--- src/mrp_pkg.sv ---
// package: register map, field layout and state record of the misc routing and power bank
`default_nettype none
package mrp_pkg;
  // bus geometry
  localparam int unsigned AXI_AW = 8;                // byte address width seen by the slave
  // register indices (byte address is four times the index)
  localparam logic [5:0] IDX_SMB_JOIN  = 6'h01;      // smbus_internal_join
  localparam logic [5:0] IDX_SMB_ROUTE = 6'h02;      // smbus_controller_port_route
  localparam logic [5:0] IDX_HOST_RT   = 6'h03;      // host_smbus_port_route
  localparam logic [5:0] IDX_RUN_STAT  = 6'h05;      // core_run_status
  localparam logic [5:0] IDX_POWER     = 6'h0A;      // power_mode_control
  localparam logic [5:0] IDX_PANEL     = 6'h26;      // panel drive mode, bits 7..4
  localparam logic [5:0] IDX_PINFN     = 6'h28;      // pin_function_select
  localparam logic [5:0] IDX_SPI_CFG   = 6'h2C;      // spi role
  // reset values
  localparam logic [7:0] RST_SMB_JOIN  = 8'h00;
  localparam logic [7:0] RST_SMB_ROUTE = 8'h55;
  localparam logic [1:0] RST_HOST_RT   = 2'h0;
  localparam logic [7:0] RST_RUN_STAT  = 8'h01;
  localparam logic [3:0] RST_POWER     = 4'h0;
  localparam logic [3:0] RST_PANEL     = 4'h0;
  localparam logic [1:0] RST_PINFN     = 2'h0;
  localparam logic       RST_SPI_MST   = 1'b0;
  // field positions
  localparam int unsigned PWR_STOP_BIT   = 7;        // write-only
  localparam int unsigned PWR_IDLE_BIT   = 6;        // write-only
  localparam int unsigned PWR_CRST_BIT   = 3;
  localparam int unsigned PWR_WDOG_BIT   = 2;
  localparam int unsigned PWR_GWAKE_BIT  = 1;
  localparam int unsigned PWR_IWAKE_BIT  = 0;
  localparam int unsigned PIN_IRKB_BIT   = 1;
  localparam int unsigned PIN_SMPS_BIT   = 2;
  localparam int unsigned PANEL_LSB      = 4;
  localparam int unsigned SPI_MST_BIT    = 0;
  // panel drive modes
  localparam logic [3:0] PANEL_ADC  = 4'h0;
  localparam logic [3:0] PANEL_Y4   = 4'h1;
  localparam logic [3:0] PANEL_Z1   = 4'h2;
  localparam logic [3:0] PANEL_Z2   = 4'h3;
  localparam logic [3:0] PANEL_X4   = 4'h4;
  localparam logic [3:0] PANEL_Y5   = 4'h5;
  localparam logic [3:0] PANEL_X5   = 4'h6;
  localparam logic [3:0] PANEL_PEN4 = 4'h7;
  localparam logic [3:0] PANEL_PEN5 = 4'h8;
  // bus responses
  localparam logic [1:0] RESP_OKAY   = 2'h0;
  localparam logic [1:0] RESP_SLVERR = 2'h2;
  // core power states, one-hot
  typedef enum logic [2:0] {
    PWR_RUN  = 3'b001,
    PWR_IDLE = 3'b010,
    PWR_STOP = 3'b100
  } mrp_pwr_state_type;
  // analog channel drivers, one bit per channel 0..4
  typedef struct packed {
    logic [4:0] vcc;     // driven to supply
    logic [4:0] gnd;     // driven to ground
    logic [4:0] pull;    // weak pull-up for pen detect
    logic [2:0] chan;    // converter input channel
  } mrp_panel_type;
  // port selection of the four smbus controllers
  typedef struct packed {
    logic [1:0] master1;
    logic [1:0] master0;
    logic [1:0] slave1;
    logic [1:0] slave0;
  } mrp_route_type;
  // whole state of the bank
  typedef struct packed {
    logic              awready;
    logic              wready;
    logic              bvalid;
    logic [1:0]        bresp;
    logic [AXI_AW-1:0] aw_addr;
    logic              aw_held;
    logic [31:0]       w_data;
    logic [3:0]        w_strb;
    logic              w_held;
    logic              arready;
    logic              rvalid;
    logic [31:0]       rdata;
    logic [1:0]        rresp;
    logic [2:0]        join_en;
    mrp_route_type     route;
    logic [1:0]        host_rt;
    logic [2:0]        host_en;
    logic [3:0]        power;
    logic [3:0]        panel_mode;
    mrp_panel_type     panel;
    logic [1:0]        pinfn;
    logic              spi_master;
    mrp_pwr_state_type pstate;
    logic              strap_valid;
    logic              strap_low;
    logic              core_reset_n;
  } mrp_state_type;
endpackage
`default_nettype wire

--- src/mrp_misc_bank.sv ---
// misc routing, pin function and power mode register bank behind an axi4-lite slave
// Notes on behaviour
// - strap low forces core reset active
// - pin bit1 picks infrared or scan outputs
// - pin bit2 picks smbus port1 or ps2 port3
// - spi clock input as slave, output as master
// - spi select input as slave, output as master
// - mode1: four-wire y on channel 0
// - mode4: four-wire x on channel 1
// - mode5: five-wire y on channel 4
// - mode6: five-wire x on channel 4
// - join bits link smbus pairs, reset zero
// - four 2-bit port fields, reset 0x55
// - host smbus port select, 11 reserved
// - two external ports unless SMB_PORTS is 3
// - status bit0 low in stop, reset 0x01
// - power bit7 write enters stop mode
// - power bit6 write enters idle mode
// - power bit3 resets core during stop
// - power bit2 lets watchdog wake stop
// - power bit1 lets general event wake stop
// - power bit0 lets interrupt wake idle
`default_nettype none
module mrp_misc_bank #(
  parameter int unsigned SMB_PORTS = 2    // external smbus ports, 2 or 3
) (
  input  wire logic                       aclk,
  input  wire logic                       aresetn,
  input  wire logic [mrp_pkg::AXI_AW-1:0] s_axi_awaddr,
  input  wire logic                       s_axi_awvalid,
  output logic                            s_axi_awready,
  input  wire logic [31:0]                s_axi_wdata,
  input  wire logic [3:0]                 s_axi_wstrb,
  input  wire logic                       s_axi_wvalid,
  output logic                            s_axi_wready,
  output logic [1:0]                      s_axi_bresp,
  output logic                            s_axi_bvalid,
  input  wire logic                       s_axi_bready,
  input  wire logic [mrp_pkg::AXI_AW-1:0] s_axi_araddr,
  input  wire logic                       s_axi_arvalid,
  output logic                            s_axi_arready,
  output logic [31:0]                     s_axi_rdata,
  output logic [1:0]                      s_axi_rresp,
  output logic                            s_axi_rvalid,
  input  wire logic                       s_axi_rready,
  input  wire logic                       reset_force_strap,
  input  wire logic                       watchdog_irq,
  input  wire logic                       general_wake_event,
  input  wire logic                       core_irq_any,
  output logic                            core_reset_n,
  output logic                            core_stop,
  output logic                            core_idle,
  output logic                            scan_out_sel,
  output logic                            keyboard_port_three_sel,
  output logic                            spi_clk_oe_n,
  output logic                            spi_cs_oe_n,
  output mrp_pkg::mrp_panel_type          panel_drive,
  output logic [2:0]                      smbus_join,
  output mrp_pkg::mrp_route_type          smbus_route,
  output logic [2:0]                      host_port_en
);
  import mrp_pkg::*;

  mrp_state_type st_r;     // registered state
  mrp_state_type st_nxt;   // next state
  logic          wr_go;    // both write halves held, response free

  // refuse port counts the routing cannot serve
  if (SMB_PORTS < 2 || SMB_PORTS > 3) begin : g_bad_ports
    $error("SMB_PORTS must be 2 or 3");
  end

  // reset image of the whole state
  localparam mrp_state_type ST_RST = '{
    awready: 1'b1, wready: 1'b1, bvalid: 1'b0, bresp: RESP_OKAY,
    aw_addr: '0, aw_held: 1'b0, w_data: '0, w_strb: '0, w_held: 1'b0,
    arready: 1'b1, rvalid: 1'b0, rdata: '0, rresp: RESP_OKAY,
    join_en: RST_SMB_JOIN[2:0], route: RST_SMB_ROUTE, host_rt: RST_HOST_RT,
    host_en: 3'h1, power: RST_POWER, panel_mode: RST_PANEL, panel: '0,
    pinfn: RST_PINFN, spi_master: RST_SPI_MST, pstate: PWR_RUN,
    strap_valid: 1'b0, strap_low: 1'b0, core_reset_n: 1'b0};

  // true for any mapped register; shared by read and write paths
  function automatic logic addr_mapped(input logic [AXI_AW-1:0] a);
    logic [5:0] i;
    i = a[AXI_AW-1:2];
    if (i == IDX_SMB_JOIN) begin
      return 1'b1;
    end else if (i == IDX_SMB_ROUTE || i == IDX_HOST_RT || i == IDX_RUN_STAT) begin
      return 1'b1;
    end else if (i == IDX_POWER || i == IDX_PANEL || i == IDX_PINFN) begin
      return 1'b1;
    end else if (i == IDX_SPI_CFG) begin
      return 1'b1;
    end else begin
      return 1'b0;
    end
  endfunction

  // read image of one register; reserved and write-only bits are zero
  function automatic logic [7:0] read_reg(input logic [AXI_AW-1:0] a,
                                          input mrp_state_type s);
    logic [5:0] i;
    i = a[AXI_AW-1:2];
    if (i == IDX_SMB_JOIN) begin
      return {5'h00, s.join_en};
    end else if (i == IDX_SMB_ROUTE) begin
      return s.route;
    end else if (i == IDX_HOST_RT) begin
      return {6'h00, s.host_rt};
    end else if (i == IDX_RUN_STAT) begin
      return {7'h00, ~s.pstate[2]};
    end else if (i == IDX_POWER) begin
      return {4'h0, s.power};
    end else if (i == IDX_PANEL) begin
      return {s.panel_mode, 4'h0};
    end else if (i == IDX_PINFN) begin
      return {5'h00, s.pinfn, 1'b0};
    end else if (i == IDX_SPI_CFG) begin
      return {7'h00, s.spi_master};
    end else begin
      return 8'h00;
    end
  endfunction

  // channel drive pattern for each panel mode
  function automatic mrp_panel_type panel_decode(input logic [3:0] m);
    mrp_panel_type p;
    p = '0;
    case (m)
      PANEL_Y4: begin
        p.chan   = 3'h0;
        p.vcc[1] = 1'b1;
        p.gnd[3] = 1'b1;
      end
      PANEL_Z1: begin
        p.chan   = 3'h0;
        p.vcc[1] = 1'b1;
        p.gnd[2] = 1'b1;
      end
      PANEL_Z2: begin
        p.chan   = 3'h3;
        p.vcc[1] = 1'b1;
        p.gnd[2] = 1'b1;
      end
      PANEL_X4: begin
        p.chan   = 3'h1;
        p.vcc[0] = 1'b1;
        p.gnd[2] = 1'b1;
      end
      PANEL_Y5: begin
        p.chan = 3'h4;
        p.vcc  = 5'h03;
        p.gnd  = 5'h0C;
      end
      PANEL_X5: begin
        p.chan = 3'h4;
        p.vcc  = 5'h05;
        p.gnd  = 5'h0A;
      end
      PANEL_PEN4: begin
        p.chan    = 3'h0;
        p.pull[0] = 1'b1;
        p.gnd[3]  = 1'b1;
      end
      PANEL_PEN5: begin
        p.chan    = 3'h4;
        p.pull[4] = 1'b1;
        p.gnd[3]  = 1'b1;
      end
      default: begin                     // plain converter use, all drivers off
        p = '0;
      end
    endcase
    return p;
  endfunction

  assign wr_go = st_r.aw_held && st_r.w_held && !st_r.bvalid;

  // next-state logic for bus, registers and power state
  always_comb begin
    logic [5:0] wi;
    logic       lane0;
    wi     = st_r.aw_addr[AXI_AW-1:2];
    lane0  = st_r.w_strb[0];
    st_nxt = st_r;
    // write address and data are taken in either order
    if (s_axi_awvalid && st_r.awready) begin
      st_nxt.aw_addr = s_axi_awaddr;
      st_nxt.aw_held = 1'b1;
      st_nxt.awready = 1'b0;
    end
    if (s_axi_wvalid && st_r.wready) begin
      st_nxt.w_data  = s_axi_wdata;
      st_nxt.w_strb  = s_axi_wstrb;
      st_nxt.w_held  = 1'b1;
      st_nxt.wready  = 1'b0;
    end
    // response accepted: reopen both write channels
    if (st_r.bvalid && s_axi_bready) begin
      st_nxt.bvalid  = 1'b0;
      st_nxt.awready = 1'b1;
      st_nxt.wready  = 1'b1;
    end
    // power state: wake conditions first, a write below may override
    case (st_r.pstate)
      PWR_IDLE: begin
        if (core_irq_any && st_r.power[PWR_IWAKE_BIT]) begin
          st_nxt.pstate = PWR_RUN;
        end
      end
      PWR_STOP: begin
        if ((watchdog_irq && st_r.power[PWR_WDOG_BIT]) ||
            (general_wake_event && st_r.power[PWR_GWAKE_BIT])) begin
          st_nxt.pstate = PWR_RUN;
        end
      end
      default: begin
        st_nxt.pstate = st_r.pstate;
      end
    endcase
    // register write; only byte lane 0 carries data
    if (wr_go) begin
      st_nxt.aw_held = 1'b0;
      st_nxt.w_held  = 1'b0;
      st_nxt.bvalid  = 1'b1;
      st_nxt.bresp   = addr_mapped(st_r.aw_addr) ? RESP_OKAY : RESP_SLVERR;
      if (!lane0) begin
        st_nxt.bresp = st_nxt.bresp;                   // no lane 0: nothing stored
      end else if (wi == IDX_SMB_JOIN) begin
        st_nxt.join_en = st_r.w_data[2:0];
      end else if (wi == IDX_SMB_ROUTE) begin
        st_nxt.route = st_r.w_data[7:0];
      end else if (wi == IDX_HOST_RT) begin
        st_nxt.host_rt = st_r.w_data[1:0];
      end else if (wi == IDX_POWER) begin
        st_nxt.power = st_r.w_data[3:0];
        if (st_r.w_data[PWR_STOP_BIT]) begin
          st_nxt.pstate = PWR_STOP;
        end else if (st_r.w_data[PWR_IDLE_BIT]) begin
          st_nxt.pstate = PWR_IDLE;
        end
      end else if (wi == IDX_PANEL) begin
        st_nxt.panel_mode = st_r.w_data[PANEL_LSB +: 4];
      end else if (wi == IDX_PINFN) begin
        st_nxt.pinfn = st_r.w_data[PIN_SMPS_BIT:PIN_IRKB_BIT];
      end else if (wi == IDX_SPI_CFG) begin
        st_nxt.spi_master = st_r.w_data[SPI_MST_BIT];
      end
    end
    // read channel: one outstanding read, answered the cycle after acceptance
    if (st_r.rvalid && s_axi_rready) begin
      st_nxt.rvalid  = 1'b0;
      st_nxt.arready = 1'b1;
    end
    if (s_axi_arvalid && st_r.arready) begin
      st_nxt.arready = 1'b0;
      st_nxt.rvalid  = 1'b1;
      st_nxt.rdata   = {24'h000000, read_reg(s_axi_araddr, st_r)};
      st_nxt.rresp   = addr_mapped(s_axi_araddr) ? RESP_OKAY : RESP_SLVERR;
    end
    // strap caught once, in the first cycle after reset release
    if (!st_r.strap_valid) begin
      st_nxt.strap_valid = 1'b1;
      st_nxt.strap_low   = ~reset_force_strap;
    end
    // core reset: held until strap known, forced by strap or stop with reset enabled
    st_nxt.core_reset_n = st_nxt.strap_valid && !st_nxt.strap_low &&
                          !(st_nxt.pstate[2] && st_nxt.power[PWR_CRST_BIT]);
    // host device controller: port 2 exists only on the three-port variant
    case (st_nxt.host_rt)
      2'h0: st_nxt.host_en = 3'h1;
      2'h1: st_nxt.host_en = 3'h2;
      2'h2: st_nxt.host_en = (SMB_PORTS == 3) ? 3'h4 : 3'h0;
      default: st_nxt.host_en = 3'h0;                                        // reserved code
    endcase
    // panel pattern follows the stored mode one cycle later
    st_nxt.panel = panel_decode(st_r.panel_mode);
  end

  // state register, synchronous reset
  always_ff @(posedge aclk) begin
    if (!aresetn) begin
      st_r <= ST_RST;
    end else begin
      st_r <= st_nxt;
    end
  end

  // outputs are flop bits of the state record, the two spi enables inverted ones
  assign s_axi_awready           = st_r.awready;
  assign s_axi_wready            = st_r.wready;
  assign s_axi_bvalid            = st_r.bvalid;
  assign s_axi_bresp             = st_r.bresp;
  assign s_axi_arready           = st_r.arready;
  assign s_axi_rvalid            = st_r.rvalid;
  assign s_axi_rdata             = st_r.rdata;
  assign s_axi_rresp             = st_r.rresp;
  assign core_reset_n            = st_r.core_reset_n;
  assign core_stop               = st_r.pstate[2];
  assign core_idle               = st_r.pstate[1];
  assign scan_out_sel            = st_r.pinfn[0];
  assign keyboard_port_three_sel = st_r.pinfn[1];
  // master drives both pins; slave leaves them as inputs
  assign spi_clk_oe_n            = ~st_r.spi_master;
  assign spi_cs_oe_n             = ~st_r.spi_master;
  assign panel_drive             = st_r.panel;
  assign smbus_join              = st_r.join_en;
  assign smbus_route             = st_r.route;
  assign host_port_en            = st_r.host_en;
endmodule
`default_nettype wire

--- config.mk ---
export PLATFORM = sky130hd
export DESIGN_NAME = mrp_misc_bank
export DESIGN_NICKNAME = d
export VERILOG_FILES = /design/src/mrp_pkg.sv /design/src/mrp_misc_bank.sv
export SDC_FILE = /design/constraint.sdc
export NUM_CORES = 1
export LEC_CHECK = 0
export BUFFER_PORTS_ARGS = -buffer_cell sky130_fd_sc_hd__buf_2
export CORE_MARGIN = 2
export CORE_UTILIZATION = 53
export DETAILED_ROUTE_END_ITERATION = 8
export PLACE_DENSITY_LB_ADDON = 0.1
export REMOVE_ABC_BUFFERS = 1
export SETUP_SLACK_MARGIN = 0.15
export SYNTH_ARGS = -nofsm -noshare
export SYNTH_HDL_FRONTEND = slang
export SYNTH_SLANG_ARGS = --single-unit
--- constraint.sdc ---
create_clock -name aclk -period 2.58 [get_ports aclk]
set_clock_uncertainty 0.15 [all_clocks]
set_input_delay 0.516 -clock aclk [delete_from_list [all_inputs] [get_ports aclk]]
set_output_delay 0.516 -clock aclk [all_outputs]
set_load 0.05 [all_outputs]
==> results.py, run 1 <==
metrics = {
    "cts": {
        "cts.repair_timing.setup_buffer_count": 0,
        "cts-hold-fix-buffers": 0,
        "tritoncts": "yes",
        "tritoncts.num_buffers": 9,
        "cts.sinks": 74,
        "cells_resized_by_post_cts_repair": 0,
        "path_clk_slew_ns": 0.07,
        "number_of_h_tree_levels": 3,
        "root_buffer": "clkbuf_8",
        "worst_skew_pair.late_latency_ns": 0.34,
        "ctsLongestPathBuffers": 2,
    },
    "job": {
        "drv.max_cap_violation_count": 0,
    },
    "yosys": {
        "synth_top_family_by_area": "simple AND/OR/NAND/NOR gates",
        "synth_area_leaders": "dfxtp_1 (41%), buf_4 (14%), mux2i_1 (6.1%), nand2_1 (5.9%), a21oi_1 (4.8%)",
        "netlist-cell-type-count": 59,
        "synth-adder-area-share": 0,
        "synth.area.mux_share": 0.06065,
        "avgSynthCellArea_um2": 8.484,
        "synthDominantCellAreaShare": 0.4080,
        "synth_simple_gate_area_share": 0.2229,
        "ys_ff_latch": 74,
        "async_reset_ff_frac": 0,
        "netlist_area_before_placement_um2": 3631,
        "synth_compound_gate_area_share": 0.1313,
        "synth_xor_xnor_area_share": 0.002412,
        "yosys_warnings": 0,
        "seq_area_frac_synth": 0.4080,
        "syn_inst": 428,
        "ys_dominant_reg_cell": "dfxtp_1",
        "synth_edf_count": 0,
        "synth_top_cell_by_area": "dfxtp_1",
    },
    "setup_path": {
        "worst_r2r_endpoint": "host_port_en[1]$_SDFF_PN0_",
        "critical_path.top_delay_family": "simple AND/OR/NAND/NOR gates",
        "reg2reg_setup_slack_ns": 0.76,
        "critical_path.reg2reg.startpoint": "st_r[129]$_SDFFE_PN0P_",
        "worst_path_buf_inv": 0,
        "rr_worst_depth": 4,
        "worstPathCellList": "nor3_2 -> nand4_1 -> or3b_1 -> a21oi_1",
        "worst_ep_arrival_time_ns": 1.94,
        "cpMaxStageDelayCell": "or3b_1",
        "critical_path_peak_fanout": 8,
        "startpoint_type": "register",
        "critical_path_class": "register to register",
        "max_stage_delay_ns": 0.44,
        "critPathRequiredTime_ns": 2.70,
        "worstSetupStartpoint": "st_r[129]$_SDFFE_PN0P_",
        "crit_path_end_kind": "register",
    },
    "floorplan": {
        "core_region_area_um2": 6719,
        "ios": 143,
        "initial_utilization": 0.5404,
        "die_w_um": 86.77,
        "die_area_um2": 7529,
        "die-height_um": 86.77,
        "total_number_of_placement_rows": 30,
    },
    "min_path": {
        "min-delay-path-class": "input pin to register",
        "hold_path_depth": 2,
        "min_from": "s_axi_wvalid",
        "hold_path_end": "s_axi_wready$_SDFFE_PP1P_",
    },
    "run_status": {
        "outcome": "completed",
    },
    "timing": {
        "fin_crit_sh": 0.7060,
        "drv_slew": 0,
        "fin_setup_tns_ns": 0,
        "timing.final.hold_violations": 0,
        "final.min_clock_period_ns": 1.822,
        "max_clock_freq_mhz": 549.0,
        "setup_slack_ns": 0.7584,
        "setup_viol": 0,
        "setup_repair_after_global_routing_missed_its_margin": "no",
    },
    "place": {
        "globalplace.congestion": 0.9111,
        "dp_hpwl_mm": 5.446,
        "buffer_ports.inserted": 77,
        "placement.setup.worst_slack_ns": 0.4249,
    },
    "cells_and_area": {
        "postLayoutCoreUtil": 0.5806,
        "antenna-diode-count": 0,
        "layout-drive-gt1-share": 0.2277,
        "finalNetCount": 528,
        "area_growth_syn_to_layout_pct": 7.443,
    },
    "drt": {
        "via_count": 2862,
        "drt-total-wl_mm": 7.352,
        "drt-pass1-iter-count": 5,
        "initial_drc_count": 173,
        "post-route-drc-count": 0,
        "avgRoutedWirePerCell_um": 13.37,
        "antenna_nets_post_route": 0,
        "vias_per_cell": 5.204,
    },
    "global_routing": {
        "via_count_of_the_first_global_routing_pass": 2396,
        "grt_start_max_net_pins": 46,
        "grt_overflow": 0,
        "global_route.usage.total": 0.2003,
        "grt_pass1_wl_mm": 11.61,
        "antenna_violations_before_repair": 0,
    },
    "pwr": {
        "power.ir.vdd_worst_mv": 0.3654,
        "power_leakage_nw": 1.786,
        "power_density_nw_per_um2": 634.0,
        "finalPower_mw": 2.473,
    },
}
-- through the flow --
stage	cell area (µm²)	std cells	hold WS, ns
finish	3901	550	0.2330
floorplan	3154	373	0.2909
global placement	3682	534	0.2996
global route	3901	550	0.2260
CTS	3901	550	0.2172
detailed placement	3682	534	0.3002
-- metal layers --
metal | global-route usage | share of wire | vias to the layer above
li1 | - | - | 1443
met1 | 0.2720 | 0.47 | 1305
met2 | 0.3119 | 0.46 | 110
met3 | 0.05714 | 0.066 | 4
met4 | 0.05682 | 0.0071 | 0
met5 | 0 | 0 | -
-- where the power goes --
part	total (mW)	switching, mW	internal [mW]
clock network	0.976	0.408	0.568
logic	0.297	0.229	0.0673
registers	1.20	0.0313	1.17
-- synth_stat cells (all sizes together) (2+ instances only) --
| cell type | number |
|---|---|
| o21a | 2 |
| nand2b | 8 |
| nor4 | 3 |
| nor4bb | 2 |
| a21oi | 35 |
| o21ai | 13 |
| o22ai | 3 |
| nor2b | 5 |
| nor4b | 2 |
| nor3 | 3 |
| a2bb2oi | 2 |
| buf | 75 |
| nand3 | 9 |
| a221oi | 2 |
| nand4b | 2 |
| inv | 8 |
| nand3b | 2 |
| nand2 | 57 |
| and3b | 4 |
| and4b | 4 |
| a211oi | 2 |
| nand4 | 4 |
| o31ai | 2 |
| a22oi | 7 |
| nor3b | 3 |
| mux2i | 22 |
| nor2 | 35 |
| a21o | 2 |
| or3b | 2 |
| and2 | 5 |
| dfxtp | 74 |
| clkbuf | 13 |
| a31oi | 2 |
-- registers in the layout, indices dropped and copies added, names as in the netlist, 2 cells and up --
| signal | cells |
|---|---|
| st_r | 31 |
| panel_drive | 10 |
| s_axi_rdata | 8 |
| smbus_route | 8 |
| smbus_join | 3 |
| host_port_en | 2 |
-- layout by cell type, fill, tap and decap left out, types with 2 or more instances in the layout --
cell,netlist,routed
buf_2,2,77
dfxtp_1,74,74
nand2_1,57,57
a21oi_1,35,35
nor2_1,34,34
conb_1,1,34
mux2i_1,22,22
o21ai_0,13,13
clkbuf_8,0,10
nand3_1,9,9
inv_1,8,8
nand2b_1,7,7
a22oi_1,7,7
nor2b_1,5,5
and2_1,4,4
nand4_1,4,4
and3b_1,3,3
nor4_1,3,3
o22ai_1,3,3
nor3b_1,3,3
buf_4,69,3
and4b_1,2,2
nor4bb_1,2,2
nor3_1,2,2
nand4b_1,2,2
o31ai_1,2,2
a221oi_1,2,2
a31oi_1,2,2
a21o_1,2,2
a2bb2oi_1,2,2
o21a_1,2,2
nand3b_1,2,2
and4b_2,2,2
a211oi_1,2,2
bufinv_16,0,2
clkinv_2,0,2
-- worst max-delay path by stage --
stage,endpoint,cells past startpoint
after floorplan,s_axi_rdata[2]$_SDFFE_PN0P_,4
after global routing,host_port_en[1]$_SDFF_PN0_,4
after global placement,s_axi_rdata[0]$_SDFFE_PN0P_,5
after CTS,s_axi_awready,1
final,host_port_en[1]$_SDFF_PN0_,4
after detailed placement,s_axi_rdata[0]$_SDFFE_PN0P_,5
-- area by class of cell --
cell class                 instances  area, µm²
tap                               80      100.1
multi-input combinational        291       1643
timing repair buffer              81      427.9
inverter                           8      30.03
clock inverter                     5      77.57
sequential                        74       1481
fill                             630       2818
clock buffer                      11      141.4
-- cell families after synthesis --
logic type | count (synthesis)
AND/OR/NAND/NOR | 155
flip-flops | 74
other | 1
multiplexers | 22
AO/OA/AOI/OAI | 79
XOR/XNOR | 1
buffers and inverters | 96
(Power assumes the default switching activity.)
==> run 2, diff against run 1 <==
--- a/config.mk
+++ b/config.mk
@@ -7,7 +7,7 @@
 export LEC_CHECK = 0
 export BUFFER_PORTS_ARGS = -buffer_cell sky130_fd_sc_hd__buf_2
 export CORE_MARGIN = 2
-export CORE_UTILIZATION = 53
+export CORE_UTILIZATION = 44
 export DETAILED_ROUTE_END_ITERATION = 8
 export PLACE_DENSITY_LB_ADDON = 0.1
 export REMOVE_ABC_BUFFERS = 1
==> constraint.sdc (replaced) <==
create_clock -name aclk -period 1.6 [get_ports aclk]
set_clock_uncertainty 0.15 [all_clocks]
set_input_delay 0.32 -clock aclk [delete_from_list [all_inputs] [get_ports aclk]]
set_output_delay 0.32 -clock aclk [all_outputs]
set_load 0.05 [all_outputs]
==> results.py, run 2 (synthesized netlist as in run 1, its figures left out) <==
metrics = {
    "run_status": {
        "outcome": "completed",
    },
    "cts": {
        "cts.sinks": 74,
        "tritoncts.num_buffers": 9,
        "ctsLongestPathBuffers": 2,
        "tritoncts": "yes",
        "worst_skew_pair.late_latency_ns": 0.34,
        "root_buffer": "clkbuf_8",
        "path_clk_slew_ns": 0.08,
        "number_of_h_tree_levels": 3,
    },
    "setup_path": {
        "critical_path_class": "register to register",
        "critical_path.reg2reg.startpoint": "s_axi_bvalid$_SDFFE_PN0P_",
        "worst_ep_arrival_time_ns": 1.69,
        "critPathRequiredTime_ns": 1.73,
        "rr_worst_depth": 4,
        "reg2reg_setup_slack_ns": 0.04,
        "critical_path.top_delay_family": "simple AND/OR/NAND/NOR gates",
        "worstPathCellList": "and4b_2 -> nand4_1 -> or3b_1 -> a21oi_2",
        "cpMaxStageDelayCell": "or3b_1",
        "worst_path_buf_inv": 0,
        "max_stage_delay_ns": 0.41,
        "crit_path_end_kind": "register",
        "worst_r2r_endpoint": "host_port_en[1]$_SDFF_PN0_",
        "startpoint_type": "register",
        "critical_path_peak_fanout": 6,
    },
    "drt": {
        "drt-pass1-iter-count": 4,
        "drt-total-wl_mm": 8.493,
        "avgRoutedWirePerCell_um": 13.90,
        "via_count": 3000,
        "vias_per_cell": 4.910,
        "post-route-drc-count": 0,
        "initial_drc_count": 84,
        "antenna_nets_post_route": 0,
    },
    "place": {
        "globalplace.congestion": 0.8007,
        "dp_hpwl_mm": 6.387,
        "buffer_ports.inserted": 77,
    },
    "floorplan": {
        "die-height_um": 94.84,
        "core_region_area_um2": 8093,
        "initial_utilization": 0.4487,
        "total_number_of_placement_rows": 33,
        "die_w_um": 94.84,
        "die_area_um2": 8995,
        "ios": 143,
    },
    "timing": {
        "drv_slew": 0,
        "fin_setup_tns_ns": 0,
        "max_clock_freq_mhz": 641.3,
        "timing.final.hold_violations": 0,
        "setup_viol": 0,
        "final.min_clock_period_ns": 1.559,
        "setup_repair_after_global_routing_missed_its_margin": "yes",
        "fin_crit_sh": 0.9747,
        "hold_slack_ns": 0.04221,
    },
    "cells_and_area": {
        "largest-register": "st_r",
        "finalNetCount": 564,
        "layout_commonest_cell": "dfxtp_1",
        "commonest_cells_after_routing_fill_and_taps_aside": "dfxtp_1 (61), nand2_1 (56), buf_2 (49), buf_4 (40)",
        "antenna-diode-count": 0,
        "largest_reg_flops": 31,
        "layout-drive-gt1-share": 0.3439,
        "fillCellCount": 784,
        "area_growth_syn_to_layout_pct": 23.16,
    },
    "pwr": {
        "finalPower_mw": 4.119,
        "power_density_nw_per_um2": 921.0,
        "power_leakage_nw": 2.015,
        "power.ir.vdd_worst_mv": 0.4084,
    },
    "global_routing": {
        "via_count_of_the_first_global_routing_pass": 2691,
        "grt_start_max_net_pins": 40,
        "grt_overflow": 0,
        "antenna_violations_before_repair": 0,
        "global_route.usage.total": 0.1941,
        "grt_pass1_wl_mm": 13.40,
    },
    "min_path": {
        "min-delay-path-class": "input pin to register",
        "hold_path_end": "s_axi_wready$_SDFFE_PP1P_",
        "hold_path_depth": 2,
        "min_from": "s_axi_wvalid",
    },
    "job": {
        "drv.max_cap_violation_count": 0,
    },
}
[run 2: cell count changes in the layout (fill, tap and decap cells not counted), sizes merged]
cell    change
buf        +30
inv         +1
clkbuf      +5
[run 2: final cells by class]
| class | count | area [µm²] | area share |
|---|---|---|---|
| multi-input combinational | 291 | 1739 | 0.3889 |
| clock inverter | 6 | 90.09 | 0.02015 |
| tap | 105 | 131.4 | 0.02938 |
| clock buffer | 10 | 127.6 | 0.02854 |
| inverter | 8 | 30.03 | 0.006715 |
| timing repair buffer | 117 | 850.8 | 0.1903 |
| sequential | 74 | 1503 | 0.3360 |
[run 2: what timing repair did]
item | 4_1_cts | 5_1_grt
resized for setup | 49 | 41
buffers inserted | 2 | 3
endpoints found under the setup margin | 52 | 60
pin swaps | 7 | 12
hold buffers | 0 | 0
[run 2: worst max path at each step]
stage	startpoint	endpoint	slack, ns	depth (start not counted)
after floorplan	s_axi_bvalid$_SDFFE_PN0P_	smbus_route[1]$_SDFFE_PN0P_	-0.30	4
after global placement	s_axi_araddr[2]	s_axi_rdata[0]$_SDFFE_PN0P_	-0.21	6
after detailed placement	s_axi_araddr[4]	s_axi_rdata[6]$_SDFFE_PN0P_	-0.23	5
after CTS	s_axi_bvalid$_SDFFE_PN0P_	host_port_en[1]$_SDFF_PN0_	0.04	4
after global routing	s_axi_bvalid$_SDFFE_PN0P_	host_port_en[1]$_SDFF_PN0_	-0.02	4
final	s_axi_bvalid$_SDFFE_PN0P_	host_port_en[1]$_SDFF_PN0_	0.04	4
[run 2: metrics by stage]
step | instances | util | instance area [µm²] | worst slack, ns
global placement | 590 | 0.4876 | 3946 | -0.2082
CTS | 608 | 0.5326 | 4310 | 0.04380
finish | 611 | 0.5526 | 4472 | 0.04056
detailed placement | 590 | 0.4876 | 3946 | -0.2289
global route | 611 | 0.5526 | 4472 | -0.01956
floorplan | 373 | - | 3154 | -0.3012
[run 2: report_power, final]
group	total, mW	switching, mW	leakage, nW	internal (mW)
Clock	1.62	0.731	0.107	0.885
Sequential	1.93	0.0462	0.607	1.89
Combinational	0.571	0.401	1.30	0.170
Total	4.12	1.18	2.02	2.94
[run 2: routing by layer]
layer  GRT usage  share of wire  up-vias
met5           0              0        -
met4     0.05918         0.0077        0
met3     0.04150          0.051        6
met2      0.3191           0.46       81
met1      0.2552           0.48     1398
li1            -              -     1515
